## config.mk

```make
export PLATFORM = sky130hd
export DESIGN_NAME = pdhs_top
export DESIGN_NICKNAME = d
export VERILOG_FILES = /design/src/pdhs_pkg.sv /design/src/pdhs_sync.sv /design/src/pdhs_top.sv
export VERILOG_INCLUDE_DIRS = /design/src
export SDC_FILE = /design/constraint.sdc
export NUM_CORES = 1
export LEC_CHECK = 0
export ABC_AREA = 0
export BUFFER_PORTS_ARGS = -buffer_cell sky130_fd_sc_hd__buf_2
export CAP_MARGIN = 10
export CORE_ASPECT_RATIO = 0.7
export CORE_MARGIN = 2
export CORE_UTILIZATION = 57
export CTS_CLUSTER_DIAMETER = 100
export CTS_CLUSTER_SIZE = 25
export DETAILED_ROUTE_END_ITERATION = 7
export PLACE_DENSITY_LB_ADDON = 0.25
export SLEW_MARGIN = 40
export SYNTH_ARGS = -nofsm -noshare
export SYNTH_HDL_FRONTEND = slang
export SYNTH_SLANG_ARGS = --single-unit
```

## constraint.sdc

```tcl
create_clock -name sys_clk -period 2.5 [get_ports sys_clk]
set_input_delay 0.5 -clock sys_clk [delete_from_list [all_inputs] [get_ports sys_clk]]
set_output_delay 0.5 -clock sys_clk [all_outputs]
set_load 0.005 [all_outputs]
```

## src/pdhs_consts.svh

```systemverilog
`ifndef PDHS_CONSTS_SVH
`define PDHS_CONSTS_SVH

// timing figures in their own units, at a 100 MHz clock
`define PDHS_CLK_MHZ          100
`define PDHS_INRUSH_MIN_MS    80
`define PDHS_OVL_QUAL_US      140
`define PDHS_SHORT_MS         1
`define PDHS_INRUSH_CYC       (`PDHS_INRUSH_MIN_MS * 1000 * `PDHS_CLK_MHZ)
`define PDHS_OVL_QUAL_CYC     (`PDHS_OVL_QUAL_US * `PDHS_CLK_MHZ)
`define PDHS_SHORT_CYC        (`PDHS_SHORT_MS * 1000 * `PDHS_CLK_MHZ)
`define PDHS_WAIT_CYC_DEF     1000
`define PDHS_SOFTSTART_MIN    64
`define PDHS_SOFTSTART_MAX    4096
`define PDHS_CNT_W            24
`define PDHS_SS_W             13

// register map (own choice)
`define PDHS_ADDR_CTRL        12'h000
`define PDHS_ADDR_STATUS      12'h004
`define PDHS_ADDR_WAIT        12'h008
`define PDHS_CTRL_RST         32'h0000_0000
`define PDHS_CTRL_AUTO_SLEEP  0
`define PDHS_CTRL_FORCE_MPS   1

`endif

```

## src/pdhs_pkg.sv

```systemverilog
package pdhs_pkg;
  typedef enum logic [1:0] {
    PDHS_OFF      = 2'b00,
    PDHS_INRUSH   = 2'b01,
    PDHS_ON       = 2'b11,
    PDHS_OVERLOAD = 2'b10
  } pdhs_state_t;

  typedef enum logic [2:0] {
    PDHS_CL_IDLE  = 3'b000,
    PDHS_CL_EV1   = 3'b001,
    PDHS_CL_MARK1 = 3'b011,
    PDHS_CL_EV2   = 3'b010,
    PDHS_CL_MARK2 = 3'b110,
    PDHS_CL_DONE  = 3'b111
  } pdhs_class_t;
endpackage

```

## src/pdhs_sync.sv

```systemverilog
`timescale 1ns/1ps
// two-flop synchroniser per bit
module pdhs_sync #(
  parameter int W = 1
) (
  input  wire logic         sys_clk,
  input  wire logic         arst_n,
  input  wire logic [W-1:0] d,
  output logic      [W-1:0] q
);
  logic [W-1:0] meta_q;

  always_ff @(posedge sys_clk or negedge arst_n) begin
    if (!arst_n) begin
      meta_q <= '0;
      q      <= '0;
    end else begin
      meta_q <= d;
      q      <= meta_q;
    end
  end
endmodule

```

## src/pdhs_top.sv

```systemverilog
// The placing of the registers and the APB interface to the registers were left to the implementer.
`timescale 1ns/1ps
`include "pdhs_consts.svh"

module pdhs_top
  import pdhs_pkg::*;
#(
  parameter int INRUSH_CYC = `PDHS_INRUSH_CYC,
  parameter int SHORT_CYC  = `PDHS_SHORT_CYC
) (
  input  wire logic        sys_clk,
  input  wire logic        arst_n,
  input  wire logic        psel,
  input  wire logic        penable,
  input  wire logic        pwrite,
  input  wire logic [11:0] paddr,
  input  wire logic [31:0] pwdata,
  output logic      [31:0] prdata,
  output logic             pready,
  output logic             pslverr,
  input  wire logic        undervoltage_lockout,
  input  wire logic        detect_class_done,
  input  wire logic        line_above_class,
  input  wire logic        line_below_mark,
  input  wire logic        line_above_prot,
  input  wire logic        sw_below_on_thr,
  input  wire logic        sw_above_ovl_thr,
  input  wire logic        sw_above_off_thr,
  input  wire logic        sw_current_low,
  input  wire logic        avg_current_low,
  input  wire logic        avg_current_over,
  input  wire logic        error_amp_output,
  input  wire logic        ext_gate_sensed,
  input  wire logic        load_light,
  output logic             hotswap_switch_en,
  output logic             hotswap_limit_low,
  output logic             hotswap_full_on,
  output logic             invalid_signature,
  output logic             high_power_available_n,
  output logic             mps_pulse_en,
  output logic             sync_drv_en,
  output logic             ext_hotswap_gate,
  output logic             conv_reset,
  output logic             softstart_active,
  output logic             surge_clamp_en
);
  // ************************************************************
  // input synchronisers
  // ************************************************************
  localparam int NIN = 14;
  logic [NIN-1:0] raw_in;
  logic [NIN-1:0] syn;

  assign raw_in = {load_light, ext_gate_sensed, error_amp_output, avg_current_over,
                   avg_current_low, sw_current_low, sw_above_off_thr, sw_above_ovl_thr,
                   sw_below_on_thr, line_above_prot, line_below_mark, line_above_class,
                   detect_class_done, undervoltage_lockout};

  pdhs_sync #(.W(NIN)) u_sync (
    .sys_clk (sys_clk),
    .arst_n  (arst_n),
    .d       (raw_in),
    .q       (syn)
  );

  logic undervoltage_lockout_s, dc_done_s, cls_s, mark_s, prot_s, sw_lo_s, sw_ovl_s, sw_off_s;
  logic isw_lo_s, avg_lo_s, avg_oc_s, ea_hi_s, extg_s, light_s;
  assign {light_s, extg_s, ea_hi_s, avg_oc_s, avg_lo_s, isw_lo_s, sw_off_s, sw_ovl_s,
          sw_lo_s, prot_s, mark_s, cls_s, dc_done_s, undervoltage_lockout_s} = syn;

  // synced levels read as zero until the pipe refills after reset;
  // lockout would look released and the strap would be caught wrong
  logic [1:0] warm_q;

  always_ff @(posedge sys_clk or negedge arst_n) begin
    if (!arst_n) warm_q <= '0;
    else         warm_q <= {warm_q[0], 1'b1};
  end

  // ************************************************************
  // register bus
  // ************************************************************
  logic [31:0] ctrl_q;
  logic [15:0] wait_cyc_q;
  logic        wr_en;
  logic        addr_ok;

  assign addr_ok = (paddr == `PDHS_ADDR_CTRL) || (paddr == `PDHS_ADDR_STATUS)
                || (paddr == `PDHS_ADDR_WAIT);
  assign wr_en   = psel && penable && pwrite && addr_ok;

  always_ff @(posedge sys_clk or negedge arst_n) begin
    if (!arst_n) begin
      ctrl_q     <= `PDHS_CTRL_RST;
      wait_cyc_q <= 16'(`PDHS_WAIT_CYC_DEF);
    end else if (wr_en) begin
      if (paddr == `PDHS_ADDR_CTRL) ctrl_q <= {30'h0, pwdata[1:0]};
      if (paddr == `PDHS_ADDR_WAIT) wait_cyc_q <= pwdata[15:0];
    end
  end

  // ************************************************************
  // hotswap state machine
  // ************************************************************
  pdhs_state_t state_q, state_d;
  pdhs_class_t cls_q;
  logic [`PDHS_CNT_W-1:0] dwell_q;
  logic [`PDHS_CNT_W-1:0] qual_q;
  logic        two_event;
  logic        dwell_80;
  logic        ovl_qual;
  logic        wait_done;

  assign two_event = (cls_q == PDHS_CL_DONE);
  assign dwell_80  = dwell_q >= `PDHS_CNT_W'(INRUSH_CYC - 1);
  assign ovl_qual  = qual_q >= `PDHS_CNT_W'(`PDHS_OVL_QUAL_CYC - 1);
  assign wait_done = dwell_q >= `PDHS_CNT_W'(wait_cyc_q);

  always_comb begin
    state_d = state_q;
    unique case (state_q)
      PDHS_OFF:
        if (warm_q[1] && !undervoltage_lockout_s && dc_done_s) state_d = PDHS_INRUSH;
      PDHS_INRUSH:
        if (sw_lo_s && (!two_event || dwell_80)) state_d = PDHS_ON;
      PDHS_ON:
        if (sw_ovl_s && ovl_qual) state_d = PDHS_OVERLOAD;
      PDHS_OVERLOAD:
        if (sw_lo_s && dwell_80 && wait_done) state_d = PDHS_ON;
    endcase
    if (undervoltage_lockout_s || sw_off_s) state_d = PDHS_OFF;
  end

  always_ff @(posedge sys_clk or negedge arst_n) begin
    if (!arst_n) state_q <= PDHS_OFF;
    else         state_q <= state_d;
  end

  // dwell in state; restarted on every change
  always_ff @(posedge sys_clk or negedge arst_n) begin
    if (!arst_n)                 dwell_q <= '0;
    else if (state_d != state_q) dwell_q <= '0;
    else if (!(&dwell_q))        dwell_q <= dwell_q + 1'b1;
  end

  // continuous over-threshold time in on state
  always_ff @(posedge sys_clk or negedge arst_n) begin
    if (!arst_n)                                     qual_q <= '0;
    else if (state_q != PDHS_ON || !sw_ovl_s)        qual_q <= '0;
    else if (state_d != state_q)                     qual_q <= '0;
    else if (!ovl_qual)                              qual_q <= qual_q + 1'b1;
  end

  // ************************************************************
  // two-event classification
  // ************************************************************
  always_ff @(posedge sys_clk or negedge arst_n) begin
    if (!arst_n) begin
      cls_q <= PDHS_CL_IDLE;
    end else if (undervoltage_lockout_s && state_q != PDHS_OFF) begin
      cls_q <= PDHS_CL_IDLE;
    end else if (state_q == PDHS_OFF) begin
      unique case (cls_q)
        PDHS_CL_IDLE:  if (cls_s)  cls_q <= PDHS_CL_EV1;
        PDHS_CL_EV1:   if (mark_s) cls_q <= PDHS_CL_MARK1;
        PDHS_CL_MARK1: if (cls_s)  cls_q <= PDHS_CL_EV2;
        PDHS_CL_EV2:   if (mark_s) cls_q <= PDHS_CL_MARK2;
        PDHS_CL_MARK2: if (!mark_s && !cls_s) cls_q <= PDHS_CL_DONE;
        PDHS_CL_DONE:  cls_q <= PDHS_CL_DONE;
        default:       cls_q <= PDHS_CL_IDLE;
      endcase
    end
  end

  // ************************************************************
  // converter supervision and soft start
  // ************************************************************
  logic [`PDHS_CNT_W-1:0] ea_cnt_q;
  logic [`PDHS_SS_W-1:0]  ss_cnt_q;
  logic                   short_hit;
  logic                   conv_hold;
  logic                   ext_ok_q;
  logic                   ext_sampled_q;

  assign short_hit = ea_cnt_q >= `PDHS_CNT_W'(SHORT_CYC);
  assign conv_hold = state_q != PDHS_ON || avg_oc_s || short_hit;

  always_ff @(posedge sys_clk or negedge arst_n) begin
    if (!arst_n)                     ea_cnt_q <= '0;
    else if (!ea_hi_s || short_hit)  ea_cnt_q <= '0;
    else if (softstart_active)       ea_cnt_q <= '0;
    else                             ea_cnt_q <= ea_cnt_q + 1'b1;
  end

  // soft start length adapts: light load ends it early
  always_ff @(posedge sys_clk or negedge arst_n) begin
    if (!arst_n)        ss_cnt_q <= '0;
    else if (conv_hold) ss_cnt_q <= '0;
    else if (ss_cnt_q < `PDHS_SS_W'(`PDHS_SOFTSTART_MAX)) begin
      if (light_s && ss_cnt_q >= `PDHS_SS_W'(`PDHS_SOFTSTART_MIN))
        ss_cnt_q <= `PDHS_SS_W'(`PDHS_SOFTSTART_MAX);
      else
        ss_cnt_q <= ss_cnt_q + 1'b1;
    end
  end

  // strap is caught once, after reset release, before first turn-on
  always_ff @(posedge sys_clk or negedge arst_n) begin
    if (!arst_n) begin
      ext_ok_q      <= 1'b0;
      ext_sampled_q <= 1'b0;
    end else if (!ext_sampled_q && state_q == PDHS_OFF && !undervoltage_lockout_s && warm_q[1]) begin
      ext_ok_q      <= extg_s;
      ext_sampled_q <= 1'b1;
    end
  end

  // ************************************************************
  // registered outputs
  // ************************************************************
  always_ff @(posedge sys_clk or negedge arst_n) begin
    if (!arst_n) begin
      hotswap_switch_en      <= 1'b0;
      hotswap_limit_low      <= 1'b0;
      hotswap_full_on        <= 1'b0;
      invalid_signature      <= 1'b0;
      high_power_available_n <= 1'b1;
      mps_pulse_en           <= 1'b0;
      sync_drv_en            <= 1'b0;
      ext_hotswap_gate       <= 1'b0;
      conv_reset             <= 1'b1;
      softstart_active       <= 1'b0;
      surge_clamp_en         <= 1'b0;
    end else begin
      hotswap_switch_en      <= state_d != PDHS_OFF;
      hotswap_limit_low      <= state_d == PDHS_OVERLOAD;
      hotswap_full_on        <= state_d == PDHS_ON;
      invalid_signature      <= state_d == PDHS_OFF &&
                                (cls_q == PDHS_CL_EV1 || cls_q == PDHS_CL_EV2 ||
                                 cls_q == PDHS_CL_MARK1 || cls_q == PDHS_CL_MARK2)
                                && mark_s;
      high_power_available_n <= !two_event;
      mps_pulse_en           <= (state_d == PDHS_ON && isw_lo_s &&
                                 ctrl_q[`PDHS_CTRL_AUTO_SLEEP])
                                || (state_d != PDHS_OFF && ctrl_q[`PDHS_CTRL_FORCE_MPS]);
      sync_drv_en            <= !avg_lo_s && !conv_hold;
      ext_hotswap_gate       <= ext_ok_q && !avg_lo_s && state_d == PDHS_ON;
      conv_reset             <= conv_hold;
      softstart_active       <= !conv_hold && ss_cnt_q < `PDHS_SS_W'(`PDHS_SOFTSTART_MAX);
      surge_clamp_en         <= prot_s && state_d == PDHS_OFF;
    end
  end

  // apb: zero wait states
  always_ff @(posedge sys_clk or negedge arst_n) begin
    if (!arst_n) begin
      prdata  <= '0;
      pready  <= 1'b0;
      pslverr <= 1'b0;
    end else begin
      pready  <= psel && !penable;
      pslverr <= psel && !penable && !addr_ok;
      prdata  <= '0;
      if (psel && !penable && !pwrite) begin
        if (paddr == `PDHS_ADDR_CTRL)   prdata <= ctrl_q;
        if (paddr == `PDHS_ADDR_STATUS)
          prdata <= {24'h0, ext_ok_q, cls_q, state_q, !high_power_available_n, conv_reset};
        if (paddr == `PDHS_ADDR_WAIT)   prdata <= {16'h0, wait_cyc_q};
      end
    end
  end
endmodule

```

## Word-level counts from Yosys, hierarchy flattened

Index checks and enable logic that the tools add are counted.

- Logic and storage cells: 151
- Register bits: 185
- Output and inout bits: 45
- Input bits: 63

- Eq/ne operators: 21
- Mux-type cells: 28
- Magnitude comparators: 6
- Add/subtract/negate cells: 4
- Reductions and logical operators: 65

Operators with widths:

| operator | count |
|---|---|
| 24-bit two-way mux | 7 |
| 32-bit two-way mux | 3 |
| 24-bit by 1-bit adder with 24-bit output, second input constant | 3 |
| 13-bit two-way mux | 3 |
| 1-bit logical AND | 28 |
| 24-bit by 14-bit greater-or-equal comparator with 1-bit output, second input constant | 1 |
| 24-bit by 16-bit greater-or-equal comparator with 1-bit output | 1 |
| 24-bit by 17-bit greater-or-equal comparator with 1-bit output, second input constant | 1 |
| 24-bit by 23-bit greater-or-equal comparator with 1-bit output, second input constant | 1 |
| 24-bit AND reduction | 1 |
| 3-bit two-way mux | 7 |
| 3-bit one-hot mux with 6 select lines | 1 |
| 13-bit by 1-bit adder with 13-bit output, second input constant | 1 |
| 13-bit by 7-bit greater-or-equal comparator with 1-bit output, second input constant | 1 |
| 1-bit logical NOT | 13 |
| 13-bit less-than comparator, second input constant | 1 |
| 12-bit by 3-bit == test with 1-bit output, second input constant | 1 |
| 12-bit by 4-bit == test with 1-bit output, second input constant | 1 |
| 12-bit logical NOT | 1 |
| 1-bit logical OR | 12 |
| 2-bit two-way mux | 6 |
| 3-bit by 2-bit != test with 1-bit output, second input constant | 4 |
| 2-bit == test, second input constant | 4 |
| 2-bit one-hot mux with 4 select lines | 1 |
| other kinds (13) | 21 |

## Depth between registers and ports, before layout

- Depth after elaboration: 11
- Depth in mapped cells: 8
- Depth with buffers taken out: 8

## Cells and area by module

From an unflattened synthesis, not the netlist that was laid out.

- Cells, all modules: 706
- Area total of the unflattened synthesis: 7572.3 µm²

By module, submodules not included:

| module | times used | area each (µm²) | cells each | seq. area each (µm²) |
|---|---|---|---|---|
| pdhs_top | 1 | 6871.6 | 678 | 3538.4 |
| pdhs_sync | 1 | 700.7 | 28 | 700.7 |

## Worst setup path after synthesis

No wires, ideal clock.

- Path kind: register -> register
- Start: register dwell_q[16]
- End: register dwell_q[14]
- Buffers on the path: 2
- Period minus slack after synthesis: 2254 ps
- Cell stages (with the launch flop): 9
- Required time: 2377 ps
- Arrival time: 2131 ps
- Slack: 246 ps
- Library setup time: 123 ps
- Cells stage by stage: dfrtp_1 buf_6 or4b_1 or3_1 a21oi_2 o22ai_2 o31ai_4 buf_6 nor3_2

- Word-level cells in the longest chain between the ends: 8
- Elaborated cells between the ends (all ways): 14
- Classes of those cells: order compare: 2; eq/ne: 2; mux: 5; reduce/logical: 5

RTL lines:

| what | line | text |
|---|---|---|
| from (decl) | pdhs_top.sv:107 | `` logic [`PDHS_CNT_W-1:0] dwell_q; `` |
| from (signal assigned) | pdhs_top.sv:143 | `else if (!(&dwell_q)) dwell_q <= dwell_q + 1'b1;` |
| 24-bit by 23-bit greater-or-equal comparator with 1-bit output | pdhs_top.sv:115 | `` assign dwell_80 = dwell_q >= `PDHS_CNT_W'(INRUSH_CYC - 1); `` |
| 1-bit logical AND or 1-bit logical OR (tied branches) | pdhs_top.sv:129, pdhs_top.sv:125 |  |
| 1-bit logical AND (on tied branches) | pdhs_top.sv:129, pdhs_top.sv:125 |  |
| 2-bit two-way mux (on tied branches) | pdhs_top.sv:129, pdhs_top.sv:125 |  |
| 2-bit one-hot mux with 4 select lines | pdhs_top.sv:121 | `unique case (state_q)` |
| 2-bit two-way mux | pdhs_top.sv:131 | `if (undervoltage_lockout_s \|\| sw_off_s) state_d = PDHS_OFF;` |
| 2-bit != test | pdhs_top.sv:142 | `else if (state_d != state_q) dwell_q <= '0;` |
| 2-bit != test (no source line) or 24-bit two-way mux (tied branches) | -- |  |

Parallel ways exist; a longest one is shown, timed or not.
A chain may end at the register's enable or synchronous reset.

## Final worst setup path

- Start: register dwell_q[18]
- End: register dwell_q[2]

The elaborated chain is that of the path after synthesis.

==> metrics.md <==
| Metric | Value |
|---|---|
| GRT Util Overall | `23.7%` |
| Async S/R FF share, synth | `100%` |
| Vias | `5454` |
| Crit-path cells | `or4b_1 -> or3_1 -> a21oi_2 -> o22ai_2 -> o31ai_4 -> buf_12 -> nor3_1` |
| Port buffer count | `75` |
| Initial antenna violation count | `0` |
| Synthesis Warnings | `0` |
| Most common cell after layout, fill and taps aside | `dfrtp_1` |
| Layout cells sized above 1 | `between 20% and 30%` |
| Die X | `139 um` |
| FILL cells | `~900` |
| RD Place Congestion | `0.866` |
| P&R area growth vs syn | `17.9%` |
| Post-DRT Antenna Nets | `0` |
| CP max-delay cell | `or4b_1` |
| Outcome | `complete, no violations` |
| Clk sink count | `169` |
| 1st-iter DRT viols | `339` |
| Row count | `34` |
| Dpl hpwl | `around 10000 um` |
| Post-CTS Setup Bufs | `0` |
| Max frequency | `about 420 MHz` |
| Tcrit/Tclk final | `between 90 and 100%` |
| CORE AREA | `about 12000 um2` |
| Fin Clk Skew | `0.00818 ns` |
| Total CTS buffers | `17` |
| DIE HEIGHT | `between 90 and 100 um` |
| Vias in the first global route | `5360` |
| Worst Tran Pin Value | `0.729 ns` |
| Gates resized, CTS repair | `0` |
| I/O pins | `between 100 and 150` |
| Crit path arrival time | `~2.7 ns` |
| Mapped Cells | `699` |
| Slew Viols, Final | `0` |
| Fin. Hold Viols | `0` |
| Routed vias/inst | `5.57` |
| Clock transition at the registers of the reported paths | `0.07 ns` |
| Slew margin rel. | `roughly half` |
| Syn_area_per_cell | `10.4 um2` |
| Synth Register Bits | `between 150 and 200` |
| NumNets Final | `875` |
| First-pass GRT wire length | `26000 um` |
| DRC | `0` |
| Worst-path fanout max | `15` |
| CTS tree | `yes` |
| Register area | `4240 um2` |
| Final min period | `2.38 ns` |
| Starting density of the core | `58.5%` |
| Post-synth EDFFs | `0` |
| Remaining Overflow, GRT | `0` |
| CP required | `2.81 ns` |
| Netlist cell types | `64` |
| Slowest stage delay, CP | `0.50 ns` |
| DRT Pass-1 Iters | `5` |
| CTS Root Cell | `clkbuf_16` |
| Largest net degree at the start of global routing | `70` |
| Kind of critical path | `register to register` |
| Unrepaired setup endpoints after global routing | `false` |
| Power per cell area | `727 nW/um2` |
| Synthesized area | `7290 um2` |
| # setup viols final | `0` |
| Register area share after synthesis | `58.1%` |
| Footprint of the multi-input gates | `2810 um2` |
| Clock latency on the worst-skew pair | `0.42 ns` |
| Worst vdd ir | `a little under 0.0006 V` |
| Pwr Total | `between 6 and 7 mW` |
| Antenna cells | `0` |
| Top_reg_cell synth | `dfrtp_1` |
| Leak pwr | `3.87 nW` |
| DP Area | `7950 um2` |
| Commonest cells after routing, fill and taps aside | `dfrtp_1, nor2_1, buf_2, nand2_1` |
| Design Area, Final | `8600 um2` |
| H-tree Lvls | `4` |
| DIE AREA | `13700 um2` |
| Setup TNS Final | `0 ns` |
| Critical path endpoint category | `register` |
| Drt wl/cell | `15.6 um` |
| CTS Buffer Depth | `2` |
| HP Class | `input pin to register` |
| Max-cap check violation count | `0` |
| Startpoint types | `register` |
| Routed WL | `~15000 um` |
==> report_power, final <==
group / switching [mW] / internal [mW] / total [mW]
Sequential: 0.113 / 2.85 / 2.96
Clock: 1.13 / 1.69 / 2.83
Combinational: 0.265 / 0.196 / 0.461
Total: 1.51 / 4.74 / 6.25
==> metrics by stage <==
| step | std cells | setup WS, ns | util, % | hold WS, ns |
|---|---|---|---|---|
| after CTS | 980 | 0.109 | 69.0 | 0.167 |
| after detailed placement | 947 | 0.125 | 63.8 | 0.335 |
| after floorplan | 731 | 0.246 | - | 0.204 |
| final | 980 | 0.117 | 69.0 | 0.182 |
| after global routing | 980 | 0.0133 | 69.0 | 0.166 |
| after global placement | 947 | 0.164 | 63.8 | 0.334 |
==> state kept, by name (all words and copies together), names as in the netlist, 13 cells and up <==
| name | count |
|---|---|
| prdata | 16 |
| ss_cnt_q | 13 |
| qual_q | 24 |
| dwell_q | 24 |
| u_sync.q | 14 |
| ea_cnt_q | 24 |
| u_sync.meta_q | 14 |
| wait_cyc_q | 16 |
==> per-layer routing <==
| layer | global-route usage (%) | share of wire [%] | wire length, um | vias up |
|---|---|---|---|---|
| met3 | 4.66 | 5.8 | 879 | 23 |
| met4 | 8.70 | 1.8 | 272 | 0 |
| met2 | 38.4 | 48 | 7300 | 196 |
| li1 | - | - | - | 2538 |
| met1 | 32.6 | 45 | 6800 | 2697 |
| met5 | 0 | 0 | 0 | - |
==> worst max-delay path, delay by kind of cell, from the launching register on <==
kind                   cells  cell delay (ns)
AO/OA/AOI/OAI              3             0.72
buffers and inverters      1             0.22
flip-flops                 1             0.37
AND/OR/NAND/NOR            3             0.96
==> cell type report <==
class,count,area share [%]
flip-flops and latches,169,49.3
multi-input cells,487,32.7
repair buffers,96,6.73
clock buffers,17,4.95
clock inverters,15,2.49
well taps,162,2.36
inverters,34,1.48
==> path summary, 6_finish.rpt <==
check / end / cells after the start / start / slack, ns
max in group asynchronous: wait_cyc_q[8] / 3 / arst_n / 1.24
min in group asynchronous: qual_q[22] / 2 / arst_n / 0.55
worst min-delay path: u_sync.meta_q[12] / 1 / ext_gate_sensed / 0.18
worst max register to register: dwell_q[2] / 7 / dwell_q[18] / 0.12
worst max-delay path: dwell_q[2] / 7 / dwell_q[18] / 0.12
worst min register to register: u_sync.q[11] / 0 / u_sync.meta_q[11] / 0.35
==> Yosys cell counts (6+ instances only) <==
| master | n | area (um2) |
|---|---|---|
| or3_1 | 9 | 56.3 |
| nor4_1 | 10 | 62.6 |
| dfstp_2 | 8 | 210 |
| nor3_1 | 29 | 145 |
| xnor2_1 | 23 | 201 |
| mux2i_1 | 6 | 60.1 |
| nand3b_1 | 10 | 75.1 |
| nor2_1 | 95 | 357 |
| and3_1 | 7 | 43.8 |
| nor2_2 | 18 | 113 |
| nand2_1 | 45 | 169 |
| inv_1 | 34 | 128 |
| a22oi_1 | 7 | 52.6 |
| xor2_1 | 18 | 158 |
| dfrtp_1 | 161 | 4030 |
| nand4_1 | 17 | 106 |
| nand3_1 | 27 | 135 |
| buf_4 | 16 | 120 |
| nand2b_1 | 6 | 37.5 |
| o21ai_0 | 31 | 155 |
| a21oi_1 | 24 | 120 |
| ha_1 | 7 | 87.6 |
| clkbuf_1 | 19 | 71.3 |
==> repair_timing <==
item,in CTS,in global routing
endpoints found under the setup margin,0,5
hold buffers,1,0
endpoints found under the hold margin,36,0
==> cells by family (layout without fill, tap and decap cells) <==
| group | Yosys count | in the layout | share of synthesized area, % |
|---|---|---|---|
| simple gates | 300 | 300 | 20.9 |
| flops | 169 | 169 | 58.1 |
| compound gates | 95 | 95 | 8.34 |
| buf+inv | 75 | 162 | 5.03 |
| xor+xnor | 41 | 41 | 4.92 |
| mux | 10 | 10 | 1.44 |
| fa+ha+maj | 7 | 7 | 1.20 |
| other cells | 2 | 34 | 0.103 |
No activity file was read; power rests on OpenSTA's default activity.
